--- src/rtl/rlc_defs.svh ---
`ifndef RLC_DEFS_SVH
`define RLC_DEFS_SVH

// Register indices; byte address is four times the index
`define RLC_IDX_RADIO_CTRL    8'hC2
`define RLC_IDX_RADIO_MAIN    8'hC9
`define RLC_IDX_CHAN_A_LOW    8'hCA
`define RLC_IDX_CHAN_A_MID    8'hCB
`define RLC_IDX_CHAN_A_HIGH   8'hCC
`define RLC_IDX_CHAN_B_LOW    8'hCD
`define RLC_IDX_CHAN_B_MID    8'hCE
`define RLC_IDX_CHAN_B_HIGH   8'hCF
`define RLC_IDX_DATA_BUF      8'hD9
`define RLC_IDX_MODEM_CFG     8'hDB
`define RLC_IDX_SYNTH_CTRL    8'hE3
`define RLC_IDX_SEP_LOW       8'hEA
`define RLC_IDX_SEP_HIGH      8'hEB

// Radio control fields
`define RLC_RC_VIOL_BIT       4
`define RLC_RC_LIMIT_LSB      1
`define RLC_RC_BYTEMODE_BIT   0
// Radio main fields
`define RLC_RM_TX_MODE_BIT    0
`define RLC_RM_CHAN_SEL_BIT   1
`define RLC_RM_HIGH_SIDE_BIT  2
`define RLC_RM_TX_BUSY_BIT    3
`define RLC_RM_TX_FULL_BIT    4
// Synthesizer control fields
`define RLC_SC_REFDIV_LSB     3
`define RLC_SC_ALARM_DIS_BIT  2
`define RLC_SC_ALARM_H_BIT    1
`define RLC_SC_ALARM_L_BIT    0

// Reset values
`define RLC_RST_LIMIT         3'h0
`define RLC_RST_REFDIV        5'h02
`define RLC_RST_ALARM_DIS     1'b1
`define RLC_RST_CHAN_WORD     24'h40_0000
`define RLC_RST_SEP_WORD      11'h000

// Timing and arithmetic counts
`define RLC_HALF_SAMPLES      4'd7
`define RLC_MAJORITY          3'd4
`define RLC_DIVIDE_OFFSET     25'h000_2000
`define RLC_REFDIV_MIN        5'd2
`define RLC_REFDIV_MAX        5'd24

`endif

--- src/rtl/rlc_pkg.sv ---
package rlc_pkg;

    // Transmit shifter states, Gray ordered along idle-first-second
    typedef enum logic [1:0] {
        rlc_tx_idle   = 2'b00,
        rlc_tx_first  = 2'b01,
        rlc_tx_second = 2'b11
    } rlc_tx_state_t;

    // Reference divider state
    typedef struct packed {
        logic [4:0] count;
        logic       tick;
    } rlc_refdiv_state_t;

    // Whole state of the control block
    typedef struct packed {
        logic          pready;
        logic          pslverr;
        logic [31:0]   prdata;
        logic [2:0]    limit;
        logic          bytemode;
        logic          viol;
        logic          fmt_pend;
        logic          fmt_rx;
        logic          tx_mode;
        logic          chan_sel;
        logic          high_side;
        logic [23:0]   chan_a;
        logic [23:0]   chan_b;
        logic [10:0]   sep;
        logic [4:0]    refdiv;
        logic          alarm_dis;
        logic          alarm_h;
        logic          alarm_l;
        logic [3:0]    smp_cnt;
        logic [2:0]    ones;
        logic [2:0]    ones_a;
        logic          half;
        logic [7:0]    rx_shift;
        logic [2:0]    rx_bits;
        logic          rx_acc;
        logic [7:0]    rx_buf;
        rlc_tx_state_t txst;
        logic [7:0]    tx_pend;
        logic          tx_pend_fmt;
        logic          tx_pend_vld;
        logic [7:0]    tx_shift;
        logic          tx_fmt;
        logic [2:0]    tx_left;
        logic          tx_chip;
        logic          tx_out;
        logic          irq;
        logic [24:0]   divide;
    } rlc_top_state_t;

endpackage

--- src/rtl/rlc_refdiv.sv ---
`timescale 1ns/100ps
`include "rlc_defs.svh"

// Divides the crystal clock into a one-cycle reference tick
module rlc_refdiv #(
    parameter int MIN_DIV = 2,
    parameter int MAX_DIV = 24
) (
    // Clock and reset
    input  wire logic       clk,
    input  wire logic       rstn,
    // Divider setting
    input  wire logic [4:0] div,
    // Reference tick
    output logic            ref_tick
);

    generate
        if (MIN_DIV < 2 || MAX_DIV > 31 || MIN_DIV > MAX_DIV) begin : g_bad
            $error("rlc_refdiv: divider range not supported");
        end
    endgenerate

    rlc_pkg::rlc_refdiv_state_t r;
    rlc_pkg::rlc_refdiv_state_t n;

    // Out-of-range settings are clamped so the tick never stalls
    always_comb begin
        logic [4:0] eff;
        eff = div;
        if (div < 5'(MIN_DIV)) begin
            eff = 5'(MIN_DIV);
        end else if (div > 5'(MAX_DIV)) begin
            eff = 5'(MAX_DIV);
        end
        n = r;
        n.tick = 1'b0;
        if (r.count >= eff - 5'd1) begin
            n.count = 5'd0;
            n.tick = 1'b1;
        end else begin
            n.count = r.count + 5'd1;
        end
    end

    always_ff @(posedge clk or negedge rstn) begin
        if (!rstn) begin
            r <= '0;
        end else begin
            r <= n;
        end
    end

    assign ref_tick = r.tick;

endmodule

--- src/rtl/rlc_top.sv ---
`timescale 1ns/100ps
`include "rlc_defs.svh"

module rlc_top #(
    parameter int ADDR_W = 10
) (
    // Clock and reset
    input  wire logic              clk,
    input  wire logic              rstn,
    // APB slave
    input  wire logic              psel,
    input  wire logic              penable,
    input  wire logic              pwrite,
    input  wire logic [ADDR_W-1:0] paddr,
    input  wire logic [31:0]       pwdata,
    output logic [31:0]            prdata,
    output logic                   pready,
    output logic                   pslverr,
    // Demodulator samples, 14 per Manchester symbol
    input  wire logic              rx_sample_valid,
    input  wire logic              rx_sample,
    // Transmit chip timing and modulator data
    input  wire logic              tx_chip_tick,
    output logic                   transmit_bit,
    // Synthesizer
    input  wire logic              tune_high,
    input  wire logic              tune_low,
    output logic [24:0]            synth_divide,
    output logic                   ref_tick,
    // Radio event
    output logic                   rf_irq
);

    generate
        if (ADDR_W < 10) begin : g_bad
            $error("rlc_top: address bus too narrow for the register map");
        end
    endgenerate

    rlc_pkg::rlc_top_state_t r;
    rlc_pkg::rlc_top_state_t n;

    always_comb begin
        logic       setup;
        logic       acc;
        logic [7:0] idx;
        logic       hit;
        logic [7:0] rd;
        logic [7:0] wd;
        logic [2:0] ones_now;
        logic [2:0] bal;
        logic       rvalid;
        logic       rbit;
        logic       rviol;
        logic [7:0] sh;
        logic       do_load;
        logic [23:0] chan;
        setup = psel & ~penable;
        acc = psel & penable & r.pready;
        idx = paddr[9:2];
        hit = 1'b1;
        rd = 8'h00;
        wd = pwdata[7:0];
        ones_now = 3'h0;
        bal = 3'h0;
        rvalid = 1'b0;
        rbit = 1'b0;
        rviol = 1'b0;
        sh = 8'h00;
        do_load = 1'b0;
        chan = 24'h00_0000;
        n = r;
        n.pready = 1'b0;
        n.irq = 1'b0;

        // Read mux; written fields read back, except the data buffer, which returns the receive byte
        unique case (idx)
            `RLC_IDX_RADIO_CTRL: rd = {3'b000, r.viol, r.limit, r.bytemode};
            `RLC_IDX_RADIO_MAIN: rd = {3'b000, r.tx_pend_vld,
                                       r.txst != rlc_pkg::rlc_tx_idle,
                                       r.high_side, r.chan_sel, r.tx_mode};
            `RLC_IDX_CHAN_A_LOW:  rd = r.chan_a[7:0];
            `RLC_IDX_CHAN_A_MID:  rd = r.chan_a[15:8];
            `RLC_IDX_CHAN_A_HIGH: rd = r.chan_a[23:16];
            `RLC_IDX_CHAN_B_LOW:  rd = r.chan_b[7:0];
            `RLC_IDX_CHAN_B_MID:  rd = r.chan_b[15:8];
            `RLC_IDX_CHAN_B_HIGH: rd = r.chan_b[23:16];
            `RLC_IDX_DATA_BUF:    rd = r.rx_buf;
            `RLC_IDX_MODEM_CFG:   rd = {7'h00, r.fmt_pend};
            `RLC_IDX_SYNTH_CTRL:  rd = {r.refdiv, r.alarm_dis, r.alarm_h, r.alarm_l};
            `RLC_IDX_SEP_LOW:     rd = r.sep[7:0];
            `RLC_IDX_SEP_HIGH:    rd = {5'h00, r.sep[10:8]};
            default:              hit = 1'b0;
        endcase
        if (paddr[1:0] != 2'b00 || (paddr >> 10) != '0) begin
            hit = 1'b0;
        end

        // Answer is staged in setup so pready and data leave flip-flops
        if (setup) begin
            n.pready = 1'b1;
            n.pslverr = ~hit;
            n.prdata = hit ? {24'h00_0000, rd} : 32'h0000_0000;
        end

        // Writes commit on the access edge only
        if (acc && pwrite && !r.pslverr) begin
            unique case (idx)
                `RLC_IDX_RADIO_CTRL: begin
                    n.limit = wd[`RLC_RC_LIMIT_LSB +: 3];
                    n.bytemode = wd[`RLC_RC_BYTEMODE_BIT];
                end
                `RLC_IDX_RADIO_MAIN: begin
                    n.tx_mode = wd[`RLC_RM_TX_MODE_BIT];
                    n.chan_sel = wd[`RLC_RM_CHAN_SEL_BIT];
                    n.high_side = wd[`RLC_RM_HIGH_SIDE_BIT];
                end
                `RLC_IDX_CHAN_A_LOW:  n.chan_a[7:0] = wd;
                `RLC_IDX_CHAN_A_MID:  n.chan_a[15:8] = wd;
                `RLC_IDX_CHAN_A_HIGH: n.chan_a[23:16] = wd;
                `RLC_IDX_CHAN_B_LOW:  n.chan_b[7:0] = wd;
                `RLC_IDX_CHAN_B_MID:  n.chan_b[15:8] = wd;
                `RLC_IDX_CHAN_B_HIGH: n.chan_b[23:16] = wd;
                `RLC_IDX_DATA_BUF: begin
                    // Coding choice travels with the byte it was written with
                    if (r.tx_mode) begin
                        n.tx_pend = wd;
                        n.tx_pend_fmt = r.fmt_pend;
                        n.tx_pend_vld = 1'b1;
                    end
                end
                `RLC_IDX_MODEM_CFG:  n.fmt_pend = wd[0];
                `RLC_IDX_SYNTH_CTRL: begin
                    n.refdiv = wd[`RLC_SC_REFDIV_LSB +: 5];
                    n.alarm_dis = wd[`RLC_SC_ALARM_DIS_BIT];
                end
                `RLC_IDX_SEP_LOW:  n.sep[7:0] = wd;
                `RLC_IDX_SEP_HIGH: n.sep[10:8] = wd[2:0];
                default: ;
            endcase
        end

        // Receive: 7-sample halves; NRZ bit per half, Manchester per pair
        if (!r.tx_mode && rx_sample_valid) begin
            ones_now = r.ones + {2'b00, rx_sample};
            if (r.smp_cnt == `RLC_HALF_SAMPLES - 4'd1) begin
                n.smp_cnt = 4'd0;
                n.ones = 3'h0;
                if (!r.fmt_rx) begin
                    rvalid = 1'b1;
                    rbit = ones_now >= `RLC_MAJORITY;
                end else if (!r.half) begin
                    n.half = 1'b1;
                    n.ones_a = ones_now;
                end else begin
                    n.half = 1'b0;
                    rvalid = 1'b1;
                    // Best guess wins even for a weak symbol
                    rbit = r.ones_a > ones_now;
                    bal = (r.ones_a > ones_now) ? r.ones_a - ones_now
                                                : ones_now - r.ones_a;
                    rviol = (r.limit != 3'h0) && (bal < r.limit);
                end
            end else begin
                n.smp_cnt = r.smp_cnt + 4'd1;
                n.ones = ones_now;
            end
        end
        rbit = rbit ^ r.high_side;

        // Present bits or bytes to software
        if (rvalid) begin
            if (r.bytemode) begin
                sh = {r.rx_shift[6:0], rbit};
                if (r.rx_bits == 3'd7) begin
                    n.rx_buf = sh;
                    n.viol = r.rx_acc | rviol;
                    n.rx_acc = 1'b0;
                    n.rx_bits = 3'd0;
                    n.irq = 1'b1;
                end else begin
                    n.rx_shift = sh;
                    n.rx_acc = r.rx_acc | rviol;
                    n.rx_bits = r.rx_bits + 3'd1;
                end
            end else begin
                n.rx_buf = {r.rx_buf[7:1], rbit};
                n.viol = rviol;
                n.irq = 1'b1;
            end
        end
        // Receive coding only switches at a radio event
        if (!r.tx_mode && n.irq) begin
            n.fmt_rx = r.fmt_pend;
        end

        // Transmit shifter; Manchester sends bit then its complement
        if (r.tx_mode && tx_chip_tick) begin
            unique case (r.txst)
                rlc_pkg::rlc_tx_idle: begin
                    do_load = r.tx_pend_vld;
                end
                rlc_pkg::rlc_tx_first: begin
                    if (r.tx_fmt) begin
                        n.tx_chip = ~r.tx_shift[7];
                        n.txst = rlc_pkg::rlc_tx_second;
                    end else if (r.tx_left != 3'd0) begin
                        n.tx_shift = {r.tx_shift[6:0], 1'b0};
                        n.tx_left = r.tx_left - 3'd1;
                        n.tx_chip = r.tx_shift[6];
                    end else begin
                        do_load = r.tx_pend_vld;
                        n.txst = rlc_pkg::rlc_tx_idle;
                    end
                end
                rlc_pkg::rlc_tx_second: begin
                    if (r.tx_left != 3'd0) begin
                        n.tx_shift = {r.tx_shift[6:0], 1'b0};
                        n.tx_left = r.tx_left - 3'd1;
                        n.tx_chip = r.tx_shift[6];
                        n.txst = rlc_pkg::rlc_tx_first;
                    end else begin
                        do_load = r.tx_pend_vld;
                        n.txst = rlc_pkg::rlc_tx_idle;
                    end
                end
                default: n.txst = rlc_pkg::rlc_tx_idle;
            endcase
        end
        // Coding is taken only when a byte enters the shifter
        if (do_load) begin
            n.tx_shift = r.bytemode ? r.tx_pend : {r.tx_pend[0], 7'h00};
            n.tx_fmt = r.tx_pend_fmt;
            n.tx_left = r.bytemode ? 3'd7 : 3'd0;
            n.tx_chip = r.bytemode ? r.tx_pend[7] : r.tx_pend[0];
            n.tx_pend_vld = 1'b0;
            n.txst = rlc_pkg::rlc_tx_first;
            n.irq = 1'b1;
        end
        if (!n.tx_mode) begin
            n.txst = rlc_pkg::rlc_tx_idle;
        end

        // Tuning alarms, gated by the inhibit bit
        n.alarm_h = ~r.alarm_dis & tune_high;
        n.alarm_l = ~r.alarm_dis & tune_low;

        // Modulator bit is zero whenever the radio receives
        n.tx_out = n.tx_mode & n.tx_chip;
        chan = n.chan_sel ? n.chan_b : n.chan_a;
        n.divide = {1'b0, chan} + `RLC_DIVIDE_OFFSET
                 + (n.tx_out ? {14'h0000, n.sep} : 25'h000_0000);
    end

    // Single state register
    always_ff @(posedge clk or negedge rstn) begin
        if (!rstn) begin
            r <= '0;
            r.limit <= `RLC_RST_LIMIT;
            r.refdiv <= `RLC_RST_REFDIV;
            r.alarm_dis <= `RLC_RST_ALARM_DIS;
            r.chan_a <= `RLC_RST_CHAN_WORD;
            r.chan_b <= `RLC_RST_CHAN_WORD;
            r.sep <= `RLC_RST_SEP_WORD;
            r.divide <= 25'h040_2000;
        end else begin
            r <= n;
        end
    end

    // Reference tick from the divider, registered inside it
    rlc_refdiv #(
        .MIN_DIV (int'(`RLC_REFDIV_MIN)),
        .MAX_DIV (int'(`RLC_REFDIV_MAX))
    ) u_refdiv (
        .clk      (clk),
        .rstn     (rstn),
        .div      (r.refdiv),
        .ref_tick (ref_tick)
    );

    assign prdata = r.prdata;
    assign pready = r.pready;
    assign pslverr = r.pslverr;
    assign transmit_bit = r.tx_out;
    assign synth_divide = r.divide;
    assign rf_irq = r.irq;

endmodule

--- config.mk ---
export PLATFORM = sky130hd
export DESIGN_NAME = rlc_top
export DESIGN_NICKNAME = d
export VERILOG_FILES = /design/src/rtl/rlc_pkg.sv /design/src/rtl/rlc_refdiv.sv /design/src/rtl/rlc_top.sv
export VERILOG_INCLUDE_DIRS = /design/src /design/src/rtl
export SDC_FILE = /design/constraint.sdc
export NUM_CORES = 1
export LEC_CHECK = 0
export ABC_AREA = 0
export BUFFER_PORTS_ARGS = -buffer_cell sky130_fd_sc_hd__buf_2
export CORE_AREA = 2 2 188 190
export DETAILED_ROUTE_END_ITERATION = 12
export DIE_AREA = 0 0 190 192
export SETUP_SLACK_MARGIN = 0.4
export SLEW_MARGIN = 30
export SYNTH_ARGS = -nofsm -noshare
export SYNTH_HDL_FRONTEND = slang
export SYNTH_SLANG_ARGS = --single-unit
--- constraint.sdc ---
create_clock -name clk -period 8.3 [get_ports clk]
set_input_delay 1.66 -clock clk [delete_from_list [all_inputs] [get_ports clk]]
set_output_delay 1.66 -clock clk [all_outputs]
set_load 0.01 [all_outputs]
==> summary.md, run 1 <==
| Metric | Value |
|---|---|
| Die Ht | 192 um |
| Max-Slew Margin vs Limit | 34.6% |
| 1st-pass router iterations | 5 |
| Crit path kind | in -> reg |
| First-pass GRT wire length | 38100 um |
| Worst-path fanout max | 8 |
| Max-cap violations | 0 |
| Antenna diode count | 0 |
| Reg-to-reg startpoint | pready |
| Die width | 190 um |
| CTS max path bufs | 2 |
| Total die area | 36500 um^2 |
| H-tree levels | 4 |
| Final setup viols | 0 |
| ANT nets after route | 0 |
| Post-route clock period utilization | 78.1% |
| Reg2Reg Depth | 15 |
| GRT Total Usage | 13.6% |
| Met1 usage in global routing | 19.2% |
| Hold path depth | 1 |
| GPL Wtd Cong | 0.840 |
| Post-route cell area | 10600 um^2 |
| Pins Over Slew Limit | 0 |
| Placed wire-length estimate | 17700 um |
| Post-CTS setup buffers | 0 |
| Placed cell areas | 10000 um^2 |
| Sink Count | 175 |
| Leak | 5.11 nW |
| Final Hold Fails | 0 |
| CTS tree | built |
| FILL cells | 3551 |
| Cell Pwr Density | 183 nW/um^2 |
| Ports | 114 |
| Post-CTS Hold Buffers | 0 |
| Core Box Area | 34300 um^2 |
| Clk root buf | clkbuf_16 |
| Initial antenna violation count | 1 |
| Mapped Area | 9520 um^2 |
| Global route hottest layer | met2 |
| Slew @ Worst Pin | 0.961 ns |
| Crit path time final | 6.48 ns |
| RSZ-0062 raised after global routing | no |
| Yosys reg bits | 175 |
| DRC viols | 0 |
| Routed wire length per instance | 17.4 um |
| CTS resizes | 0 |
| Met3 GRT Util | 2.92% |
| Largest net degree at the start of global routing | 111 |
| Via Count | 6804 |
| Asr flop ratio synth | 100% |
| Synthesized netlist cell count | 907 |
| Clock slew at reported path FFs | 0.08 ns |
| Sum Neg Setup Slack | 0 ns |
| Area delta synth->final | 11.9% |
| F_max | 154 MHz |
| Most used DFF post-synth | dfrtp_1 |
| DR iter-0 viols | 623 |
| Unique masters post-synth | 65 |
| Outcome | complete, no violations |
| Final nets | 1020 |
| CTS buffer count | 17 |
| Number of global-route vias before repair | 6600 |
| Mean post-synth cell area | 10.5 um^2 |
| WP data arrival | 6.79 ns |
| Clk_lat worst skew | 0.45 ns |
| Critical Path Sink Type | flip-flop |
| Type of origin of the critical path | input port |
| R2r endpoint | synth_divide[20] |
| EDFF count, synth | 0 |
| Hold Worst Slack | 0.478 ns |
| Worst Hold End | prdata[5] |
| Final Core Density | 31.1% |
| GRT overflow | 0 |
| Worst clock skew | 0.0164 ns |
| Row count | 68 |
| WP data required | 8.61 ns |
| WL final | 24400 um |
| Initial Util | 27.8% |
| Synth Warn # | 0 |
| VDD IR-drop max | 0.149 mV |
| Met2 Use GR | 20.9% |
| Layout cell share with drive strength beyond 1 | 22.6% |
| Reg2reg setup slack | 3.17 ns |
| Seq/Total Area, Yosys | 46.1% |
| HP Class | reg -> reg |
| Drt via density | 4.85 |
| Hold path startpoint | prdata[5] |
| IO Port Bufs | 65 |
==> metal layers <==
layer,part of all wire [%],wire (um),vias to the layer above
met5,0.029,7,-
li1,-,-,3202
met1,48,11600,3368
met2,45,10900,193
met4,2.0,479,2
met3,5.6,1360,39
==> sequential cells by signal (all words and copies together), names as in the netlist <==
register and cells:
pready 1, synth_divide 25, pslverr 1, rf_irq 1
u_refdiv.r 5, prdata 8, r 132, u_refdiv.ref_tick 1
transmit_bit 1
==> layout make-up <==
cell class | count | area [um^2] | share of cell area [%]
multi-input cells | 632 | 4530 | 42.6
flip-flops and latches | 175 | 4390 | 41.2
well taps | 455 | 569 | 5.35
repair buffers | 75 | 430 | 4.04
clock buffers | 17 | 425 | 4.00
clock inverters | 15 | 181 | 1.70
inverters | 33 | 124 | 1.16
==> worst max path at each step <==
stage | from | endpoint | slack [ns]
2_1_floorplan | paddr[7] | synth_divide[20] | 2.37
3_3_place_gp | paddr[7] | synth_divide[20] | 1.56
3_5_place_dp | paddr[7] | synth_divide[20] | 1.46
4_1_cts | paddr[7] | synth_divide[20] | 1.91
5_1_grt | paddr[7] | synth_divide[20] | 1.40
6_report | paddr[7] | synth_divide[20] | 1.82
==> cell usage after synthesis, types with 6 or more instances <==
cell type / number / area, um^2
o21a_1: 6 / 45.0
nor2b_1: 19 / 119
a21oi_1: 29 / 145
a22oi_1: 18 / 135
o21ai_0: 45 / 225
nor2_1: 65 / 244
nand2b_1: 12 / 75.1
or3_1: 6 / 37.5
nor3_1: 17 / 85.1
dfrtp_1: 169 / 4230
nand3_1: 20 / 100
a221oi_1: 7 / 61.3
mux2i_1: 27 / 270
mux2_2: 87 / 980
xor2_1: 12 / 105
nand2_1: 81 / 304
clkbuf_1: 28 / 105
xnor2_1: 17 / 149
dfstp_2: 6 / 158
ha_1: 31 / 388
nand4_1: 8 / 50.1
buf_4: 57 / 428
a21o_1: 18 / 135
and2_1: 8 / 50.1
inv_1: 32 / 120
a222oi_1: 6 / 60.1
a31oi_1: 7 / 43.8
==> cells by family after synthesis <==
logic type / Yosys count / synth area share [%]
buffers and inverters: 123 / 7.19
flip-flops: 175 / 46.1
adder cells (fa/ha/maj): 34 / 4.71
AND/OR/NAND/NOR: 258 / 13.3
XOR/XNOR: 29 / 2.67
multiplexers: 117 / 13.8
AO/OA/AOI/OAI: 170 / 12.1
other: 1 / 0.0394
==> critical path: stages <==
cell	delay, ns
buf_2	0.11
and4bb_2	0.40
nand3_1	0.26
nor3b_1	0.69
and2_1	0.49
mux2_2	0.24
nor2_1	0.04
nor2_1	0.25
ha_1	0.22
inv_1	0.06
fa_1	0.40
nor2b_1	0.17
o31a_1	0.20
o2111ai_1	0.15
a21boi_0	0.36
o31a_1	0.24
o21ai_2	0.14
a2111oi_1	0.55
xnor2_1	0.14
==> placed cells by master (no fill, tap or decap), types with 8 or more instances in the layout <==
cell | netlist | routed
clkbuf_16 | 0 | 17
nor2b_1 | 19 | 19
xnor2_1 | 17 | 17
nand2b_1 | 12 | 12
o21ai_0 | 45 | 45
inv_1 | 32 | 32
nor3_1 | 17 | 17
xor2_1 | 12 | 12
a21oi_1 | 29 | 29
dfrtp_1 | 169 | 169
and2_1 | 8 | 8
conb_1 | 1 | 24
buf_4 | 57 | 9
nor2_1 | 65 | 65
a22oi_1 | 18 | 18
ha_1 | 31 | 31
nand2_1 | 81 | 81
mux2_2 | 87 | 87
a21o_1 | 18 | 18
nand3_1 | 20 | 20
buf_2 | 1 | 64
mux2i_1 | 27 | 27
nand4_1 | 8 | 8
==> per-stage QoR <==
step	worst slack, ns	std cells	power (mW)
after floorplan	2.37	930	1.08
after global placement	1.56	1369	1.14
after detailed placement	1.46	1369	1.15
after CTS	1.91	1401	1.97
after global routing	1.40	1402	2.04
final	1.82	1402	1.95
==> power by group <==
part | switching (mW) | total (mW) | internal, mW
clock | 0.414 | 0.824 | 0.410
sequential | 0.0287 | 0.915 | 0.887
combinational | 0.127 | 0.214 | 0.0874
total | 0.569 | 1.95 | 1.38
Power figures use the tool's default switching activity.
==> inputs of run 2 (changes only) <==
Settings changed: ABC_AREA 0 to 1, CORE_AREA 2 2 188 190 to 2 2 192 194, DIE_AREA 0 0 190 192 to 0 0 194 196.
Clock period 8.3 ns to 5.28 ns, I/O delays scaled along.
==> run 2 against run 1 <==
  * Combinational power up 100%
  * Critical path depth down 3
  * Clock-buffer cell count is the same
  * Critical path type unchanged
  * Largest power group unchanged
==> summary.md, run 2 <==
| Metric | Value |
|---|---|
| Pre-CTS setup slack | 0.481 ns (-0.978 ns) |
| Pins Over Slew Limit | 0 (unchanged) |
| Most frequent cells in the layout | nand2_1, dfrtp_1, inv_1 |
| R2r endpoint | synth_divide[18] |
| Final WS setup | 0.909 ns (-0.912 ns) |
| DRC viols | 0 (unchanged) |
| Mean post-synth cell area | 7.87 um^2 (-25%) |
| Via Count | 8330 (+22%) |
| Area delta synth->final | 11.0% |
| Crit path kind | in -> reg |
| Most common cell after layout, fill and taps aside | nand2_1 |
| CTS resizes | 0 (unchanged) |
| Leak | 5.71 nW (+12%) |
| CTS max path bufs | 2 (unchanged) |
| Slew @ Worst Pin | 0.869 ns (-0.0922 ns) |
| Worst clock skew | 0.0139 ns (-0.00258 ns) |
| WP data required | 5.65 ns (-2.96 ns) |
| Clock network power share | 41.1% (-1.1 points) |
| Largest net degree at the start of global routing | 74 (-33%) |
| Clk_lat worst skew | 0.45 ns (about the same) |
| Cell taking the most area after synthesis | dfrtp_1 |
| WL final | 28300 um (+16%) |
| Sw Share | 29.4% (+0.24 points) |
| Initial Util | 27.7% (-0.047 points) |
| Placed wire-length estimate | 21200 um (+20%) |
| Worst Hold End | r[82] |
| GRT Total Usage | 15.3% (+1.7 points) |
| Worst-path fanout max | 35 (+27) |
| Synth Warn # | 0 (unchanged) |
| Most common cell in the netlist | nand2_1 |
| Final Hold Fails | 0 (unchanged) |
| Reg2reg setup slack | 0.96 ns (-2.21 ns) |
| Mapped Area | 10000 um^2 (+5.1%) |
| Cell Pwr Density | 284 nW/um^2 (+55%) |
| NetSw | 928 uW (+63%) |
| IO Port Bufs | 65 (unchanged) |
| Yosys reg bits | 175 (unchanged) |
| WP data arrival | 4.74 ns (-2.05 ns) |
| Synthesized netlist cell count | 1271 (+40%) |
| Seq/Total Area, Yosys | 43.9% (-2.2 points) |
| Post-CTS setup buffers | 0 (unchanged) |
| Most used DFF post-synth | dfrtp_1 |
| Max-cap violations | 0 (unchanged) |
| Post-route clock period utilization | 82.8% |
| Ports | 114 (unchanged) |
| Post-route cell area | 11100 um^2 (+4.2%) |
| VDD IR-drop max | 0.234 mV (+56%) |
| Asr flop ratio synth | 100% (unchanged) |
| Hold path startpoint | r[82] |
| Routed wire length per instance | 15.8 um (-9.2%) |
| Die Ht | 196 um (+2.1%) |
| CTS buffer count | 17 (unchanged) |
| Clock slew at reported path FFs | 0.08 ns (about the same) |
| Row count | 70 (+2.9%) |
| Internal Power | 2.23 mW (+61%) |
| H-tree levels | 4 (unchanged) |
| Crit path time final | 4.37 ns |
| Max reg flops | 132 (unchanged) |
| Type of origin of the critical path | input port |
| Reg-to-reg startpoint | r[29] |
| Final nets | 1393 (+37%) |
| Hold path depth | 1 (unchanged) |
| Synth top area share | 42.3% (-2.1 points) |
| Sum Neg Setup Slack | 0 ns (unchanged) |
| Synth area leaders | dfrtp_1, nand2_1, o21ai_0 |
| Number of global-route vias before repair | 8169 (+24%) |
| Core Box Area | 36100 um^2 (+5.2%) |
| Critical Path Sink Type | flip-flop |
| GPL Wtd Cong | 0.920 (+9.6%) |
| Sequential group share of total power | 45.4% (-1.5 points) |
| Initial antenna violation count | 2 (+1) |
| ANT nets after route | 0 (unchanged) |
| DR iter-0 viols | 794 (+27%) |
| Power Total | 3.16 mW (+62%) |
| Post-synth top cells | nand2_1, dfrtp_1, inv_1 |
| F_max | 229 MHz |
| Largest reg by FF count | r |
| Drt via density | 4.65 (-4.1%) |
| Total die area | 38000 um^2 (+4.2%) |
| Reg2Reg Depth | 23 (+8) |
| Max-Slew Margin vs Limit | 42.0% (+7.5 points) |
| Combinational share of power | 13.5% (+2.5 points) |
| RSZ-0062 raised after global routing | no |
| Sink Count | 175 (unchanged) |
| GRT overflow | 0 (unchanged) |
| Placed cell areas | 10500 um^2 (+4.9%) |
| 1st-pass router iterations | 5 (unchanged) |
| Final setup viols | 0 (unchanged) |
| EDFF count, synth | 0 (unchanged) |
| Clk root buf | clkbuf_16 |
| Unique masters post-synth | 50 (-23%) |
| First-pass GRT wire length | 45700 um (+20%) |
| CTS tree | built |
| Die width | 194 um (+2.1%) |
| Outcome | complete, no violations |
| Post-CTS Hold Buffers | 0 (unchanged) |
| HP Class | reg -> reg |
| Layout cell share with drive strength beyond 1 | 13.3% (-9.3 points) |
-- run 2: worst max-delay path by stage --
| stage | from | end | slack, ns | depth (start not counted) |
|---|---|---|---|---|
| global route | paddr[8] | synth_divide[18] | 0.48 | 22 |
| detailed placement | paddr[6] | synth_divide[18] | 0.48 | 22 |
| global placement | paddr[6] | synth_divide[18] | 0.52 | 21 |
| finish | psel | synth_divide[19] | 0.91 | 16 |
| CTS | r[29] | synth_divide[18] | 0.91 | 23 |
| floorplan | pwrite | synth_divide[18] | 0.95 | 23 |
-- run 2: kinds of logic (layout without fill, tap and decap cells) --
logic type / after synthesis / in the layout / share of synthesized area, %
and+or+nand+nor: 600 / 600 / 25.8
buffers and inverters: 234 / 260 / 11.8
AOI/OAI and AO/OA: 198 / 198 / 11.5
DFF: 175 / 175 / 43.9
adders and majority gates: 34 / 34 / 4.48
xor gates and xnor gates: 27 / 27 / 2.37
muxes: 2 / 2 / 0.213
other: 1 / 26 / 0.0375
-- run 2: layout make-up --
cell class / count / area [um^2]
flip-flops and latches: 175 / 4390
well taps: 468 / 586
repair buffers: 82 / 459
fillers: 3881 / 25000
multi-input cells: 885 / 4520
clock buffers: 17 / 425
clock inverters: 15 / 168
diodes: 2 / 5.00
inverters: 146 / 548
-- run 2: power by group through the flow --
| stage | clock [mW] | sequential, mW | combinational (mW) |
|---|---|---|---|
| 3_5_place_dp | 0 | 1.46 | 0.423 |
| 4_1_cts | 1.33 | 1.43 | 0.434 |
| 6_report | 1.30 | 1.43 | 0.427 |
| 3_3_place_gp | 0 | 1.46 | 0.414 |
| 2_1_floorplan | 0 | 1.45 | 0.311 |
| 5_1_grt | 1.39 | 1.44 | 0.498 |
-- run 2: critical path, stage by stage --
cell and delay [ns]:
buf_2 0.09, nand3_1 0.11, nor2_4 0.28, buf_4 0.44, nand3_1 0.60, o21ai_0 0.44
nand2_1 0.08, nand2_1 0.13, ha_1 0.33, a21oi_1 0.22, o21ai_0 0.11, or2_2 0.33
nand4_1 0.09, nand2_1 0.14, nand2_1 0.10, xor2_1 0.17
-- run 2: stage by stage --
stage               std cells  hold slack [ns]  utilization, %
floorplan                1294            0.442               -
global placement         1756            0.458            29.1
detailed placement       1756            0.463            29.1
CTS                      1788            0.477            30.7
global route             1788            0.503            30.7
finish                   1790            0.474            30.8
-- run 2: layer usage --
| metal | global-route usage [%] | routed length (um) | vias to the layer above |
|---|---|---|---|
| li1 | - | - | 4095 |
| met1 | 19.6 | 12400 | 3958 |
| met2 | 26.2 | 13800 | 238 |
| met3 | 2.56 | 1310 | 39 |
| met4 | 5.13 | 716 | 0 |
| met5 | 0 | 0 | - |
==> inputs of run 3 (changes only) <==
Settings changed: ABC_AREA 1 to 0, CORE_AREA 2 2 192 194 to 2 2 188 190, DIE_AREA 0 0 194 196 to 0 0 190 192.
Clock period 5.28 ns to 3.5 ns, I/O delays scaled along.
==> run 3 against run 2 <==
  * The flow now finishes with violations (negative setup slack)
  * Cell area increased by 14%
  * Final cell count decreased by 12%
  * Routed wire length decreased by 2.5%
  * Combinational power increased by 77%
  * First-iteration DRC count decreased by 18%
  * Sequential power increased by 52%
  * Clock-buffer cell count increased by 1
  * Die area decreased by 4.1%
  * Sequential share of layout area decreased by 4.7 points
  * Critical path depth increased by 3
  * Global-route usage about the same
  * Critical endpoint is now synth_divide[20]
  * Largest cell class unchanged
==> summary.md, run 3 (same netlist as run 1, synthesis figures left out) <==
| Metric | Value |
|---|---|
| Outcome | finished with violations |
| Failing checks | negative setup slack |
| FILL cells | 3331 (-14%) |
| CTS buffer count | 17 (unchanged) |
| IO Port Bufs | 65 (unchanged) |
| Crit path time final | 3.95 ns |
| Max-cap violations | 0 (unchanged) |
| HP Class | in -> async |
| Pins Over Slew Limit | 0 (unchanged) |
| GRT Total Usage | 15.3% (about the same) |
| Drt via density | 4.76 (+2.2%) |
| Final WS setup | -0.446 ns (-1.36 ns) |
| Slowest stage delay, CP | 0.56 ns (-0.04 ns) |
| Cell Pwr Density | 388 nW/um^2 (+36%) |
| Crit path kind | in -> reg |
| Largest reg by FF count | r |
| Layout cell share with drive strength beyond 1 | 40.8% (+28 points) |
| 1st-pass router iterations | 7 (+2) |
| Largest net degree at the start of global routing | 87 (+18%) |
| GPL Wtd Cong | 0.897 (-2.6%) |
| DRC viols | 0 (unchanged) |
| Clock slew at reported path FFs | 0.07 ns (about the same) |
| Antenna diode count | 0 (-2) |
| GRT overflow | 0 (unchanged) |
| Total die area | 36500 um^2 (-4.1%) |
| WP data required | 3.81 ns (-1.84 ns) |
| Sink Count | 175 (unchanged) |
| Final Hold Fails | 0 (unchanged) |
| Die Ht | 192 um (-2.0%) |
| Most frequent cells in the layout | dfrtp_1, buf_4, mux2_2 |
| Core Box Area | 34300 um^2 (-5.0%) |
| CTS tree | built |
| Placed cells | 1497 (-15%) |
| RSZ-0062 raised after global routing | yes |
| Worst-path fanout max | 6 (-83%) |
| Critical Path Sink Type | flip-flop |
| Ports | 114 (unchanged) |
| CTS max path bufs | 2 (unchanged) |
| DR iter-0 viols | 651 (-18%) |
| Final setup viols | 14 (+14) |
| Hold Worst Slack | 0.193 ns (-0.281 ns) |
| Placed wire-length estimate | 20400 um (-3.7%) |
| H-tree levels | 4 (unchanged) |
| Number of global-route vias before repair | 7625 (-6.7%) |
| Row count | 68 (-2.9%) |
| Initial antenna violation count | 0 (-2) |
| First-pass GRT wire length | 42600 um (-6.8%) |
| Buf/Inv on CP | 4 (+2) |
| Clk_lat worst skew | 0.44 ns (about the same) |
| Power Total | 4.89 mW (+55%) |
| Die width | 190 um (-2.1%) |
| Max reg flops | 132 (unchanged) |
| Max-Slew Margin vs Limit | 47.2% (+5.2 points) |
| Slew @ Worst Pin | 0.784 ns (-0.0852 ns) |
| CP cell instances | buf_6, nand4bb_4, or4_4, mux2i_4, buf_4, nor2_4, nor2_4, ha_4, inv_2, fa_2, nor2b_4, o31a_1, o2111ai_2, a21boi_2, o31a_1, o21ai_4, buf_12, a2111oi_4, xnor2_1 |
| Non-Filler Instances | 1571 (-12%) |
| Worst clock skew | 0.0131 ns (-0.000777 ns) |
| VDD IR-drop max | 0.311 mV (+33%) |
| Most common cell after layout, fill and taps aside | dfrtp_1 |
| Leak | 6.11 nW (+7.1%) |
| Initial Util | 27.8% (+0.047 points) |
| Slowest cell on crit path | or4_4 |
| WP data arrival | 4.26 ns (-0.48 ns) |
| Area delta synth->final | 32.4% |
| ANT nets after route | 0 (unchanged) |
| Register area | 4390 um^2 (unchanged) |
| Via Count | 7472 (-10%) |
| Routed wire length per instance | 17.6 um (+11%) |
| Final nets | 1189 (-15%) |
| Delay-heaviest family, CP | compound AO/OA/AOI/OAI gates |
| WL final | 27600 um (-2.5%) |
| F_max | 253 MHz |
| Type of origin of the critical path | input port |
| Area of the multi-input gates | 5090 um^2 (+13%) |
| Post-route clock period utilization | 113% |
| Clk root buf | clkbuf_16 |
## run 3: changes by cell type in the layout (fill, tap and decap cells not counted), sizes merged, moves of 27 or more
cell and delta:
o21ai -74, mux2i +27, inv -113, nand3 -53
mux2 +86, nand2 -325, buf +162
## run 3: power breakdown
part           internal, mW  total, mW  switching [mW]
clock network          1.04       1.96           0.915
registers              2.10       2.18          0.0770
logic                 0.371      0.755           0.384
## run 3: cell type report
cell class / instances / area share [%]
multi-input combinational: 632 / 40.4
clock buffer: 18 / 3.49
inverter: 33 / 1.08
clock inverter: 14 / 1.33
sequential: 175 / 34.8
timing repair buffer: 244 / 14.4
tap: 455 / 4.52
## run 3: final timing paths
check	to	cells after the start	slack, ns	startpoint
setup / recovery	synth_divide[20]	19	-0.45	paddr[3]
hold / removal	synth_divide[15]	1	0.19	rstn
setup reg to reg	synth_divide[20]	18	-0.43	pslverr
hold reg to reg	prdata[7]	1	0.47	prdata[7]
max in group asynchronous	pready	2	2.34	rstn
min in group clk	prdata[7]	1	0.47	prdata[7]
## run 3: what timing repair did
item	4_1_cts	5_1_grt
resized for setup	41	74
setup endpoints to repair	23	24
hold buffers	0	0
pin swaps	32	36
setup buffers	18	24
## run 3: routing by layer
metal  vias to the layer above  part of all wire [%]  track usage (%)
met2                       195                    48             25.3
met5                         -                     0                0
met4                         0                   2.6             5.37
li1                       3523                     -                -
met1                      3716                    45             20.2
met3                        38                   4.3             2.65
## run 3: stage by stage
step / TNS, ns / worst slack (ns) / utilization (%) / cell area, um^2
after floorplan: -9.58 / -0.908 / - / 9770
after global routing: -5.82 / -0.579 / 36.7 / 12600
after global placement: -12.33 / -0.932 / 32.4 / 11100
after CTS: -3.03 / -0.389 / 35.1 / 12000
after detailed placement: -13.36 / -0.969 / 32.4 / 11100
final: -3.96 / -0.446 / 36.7 / 12600
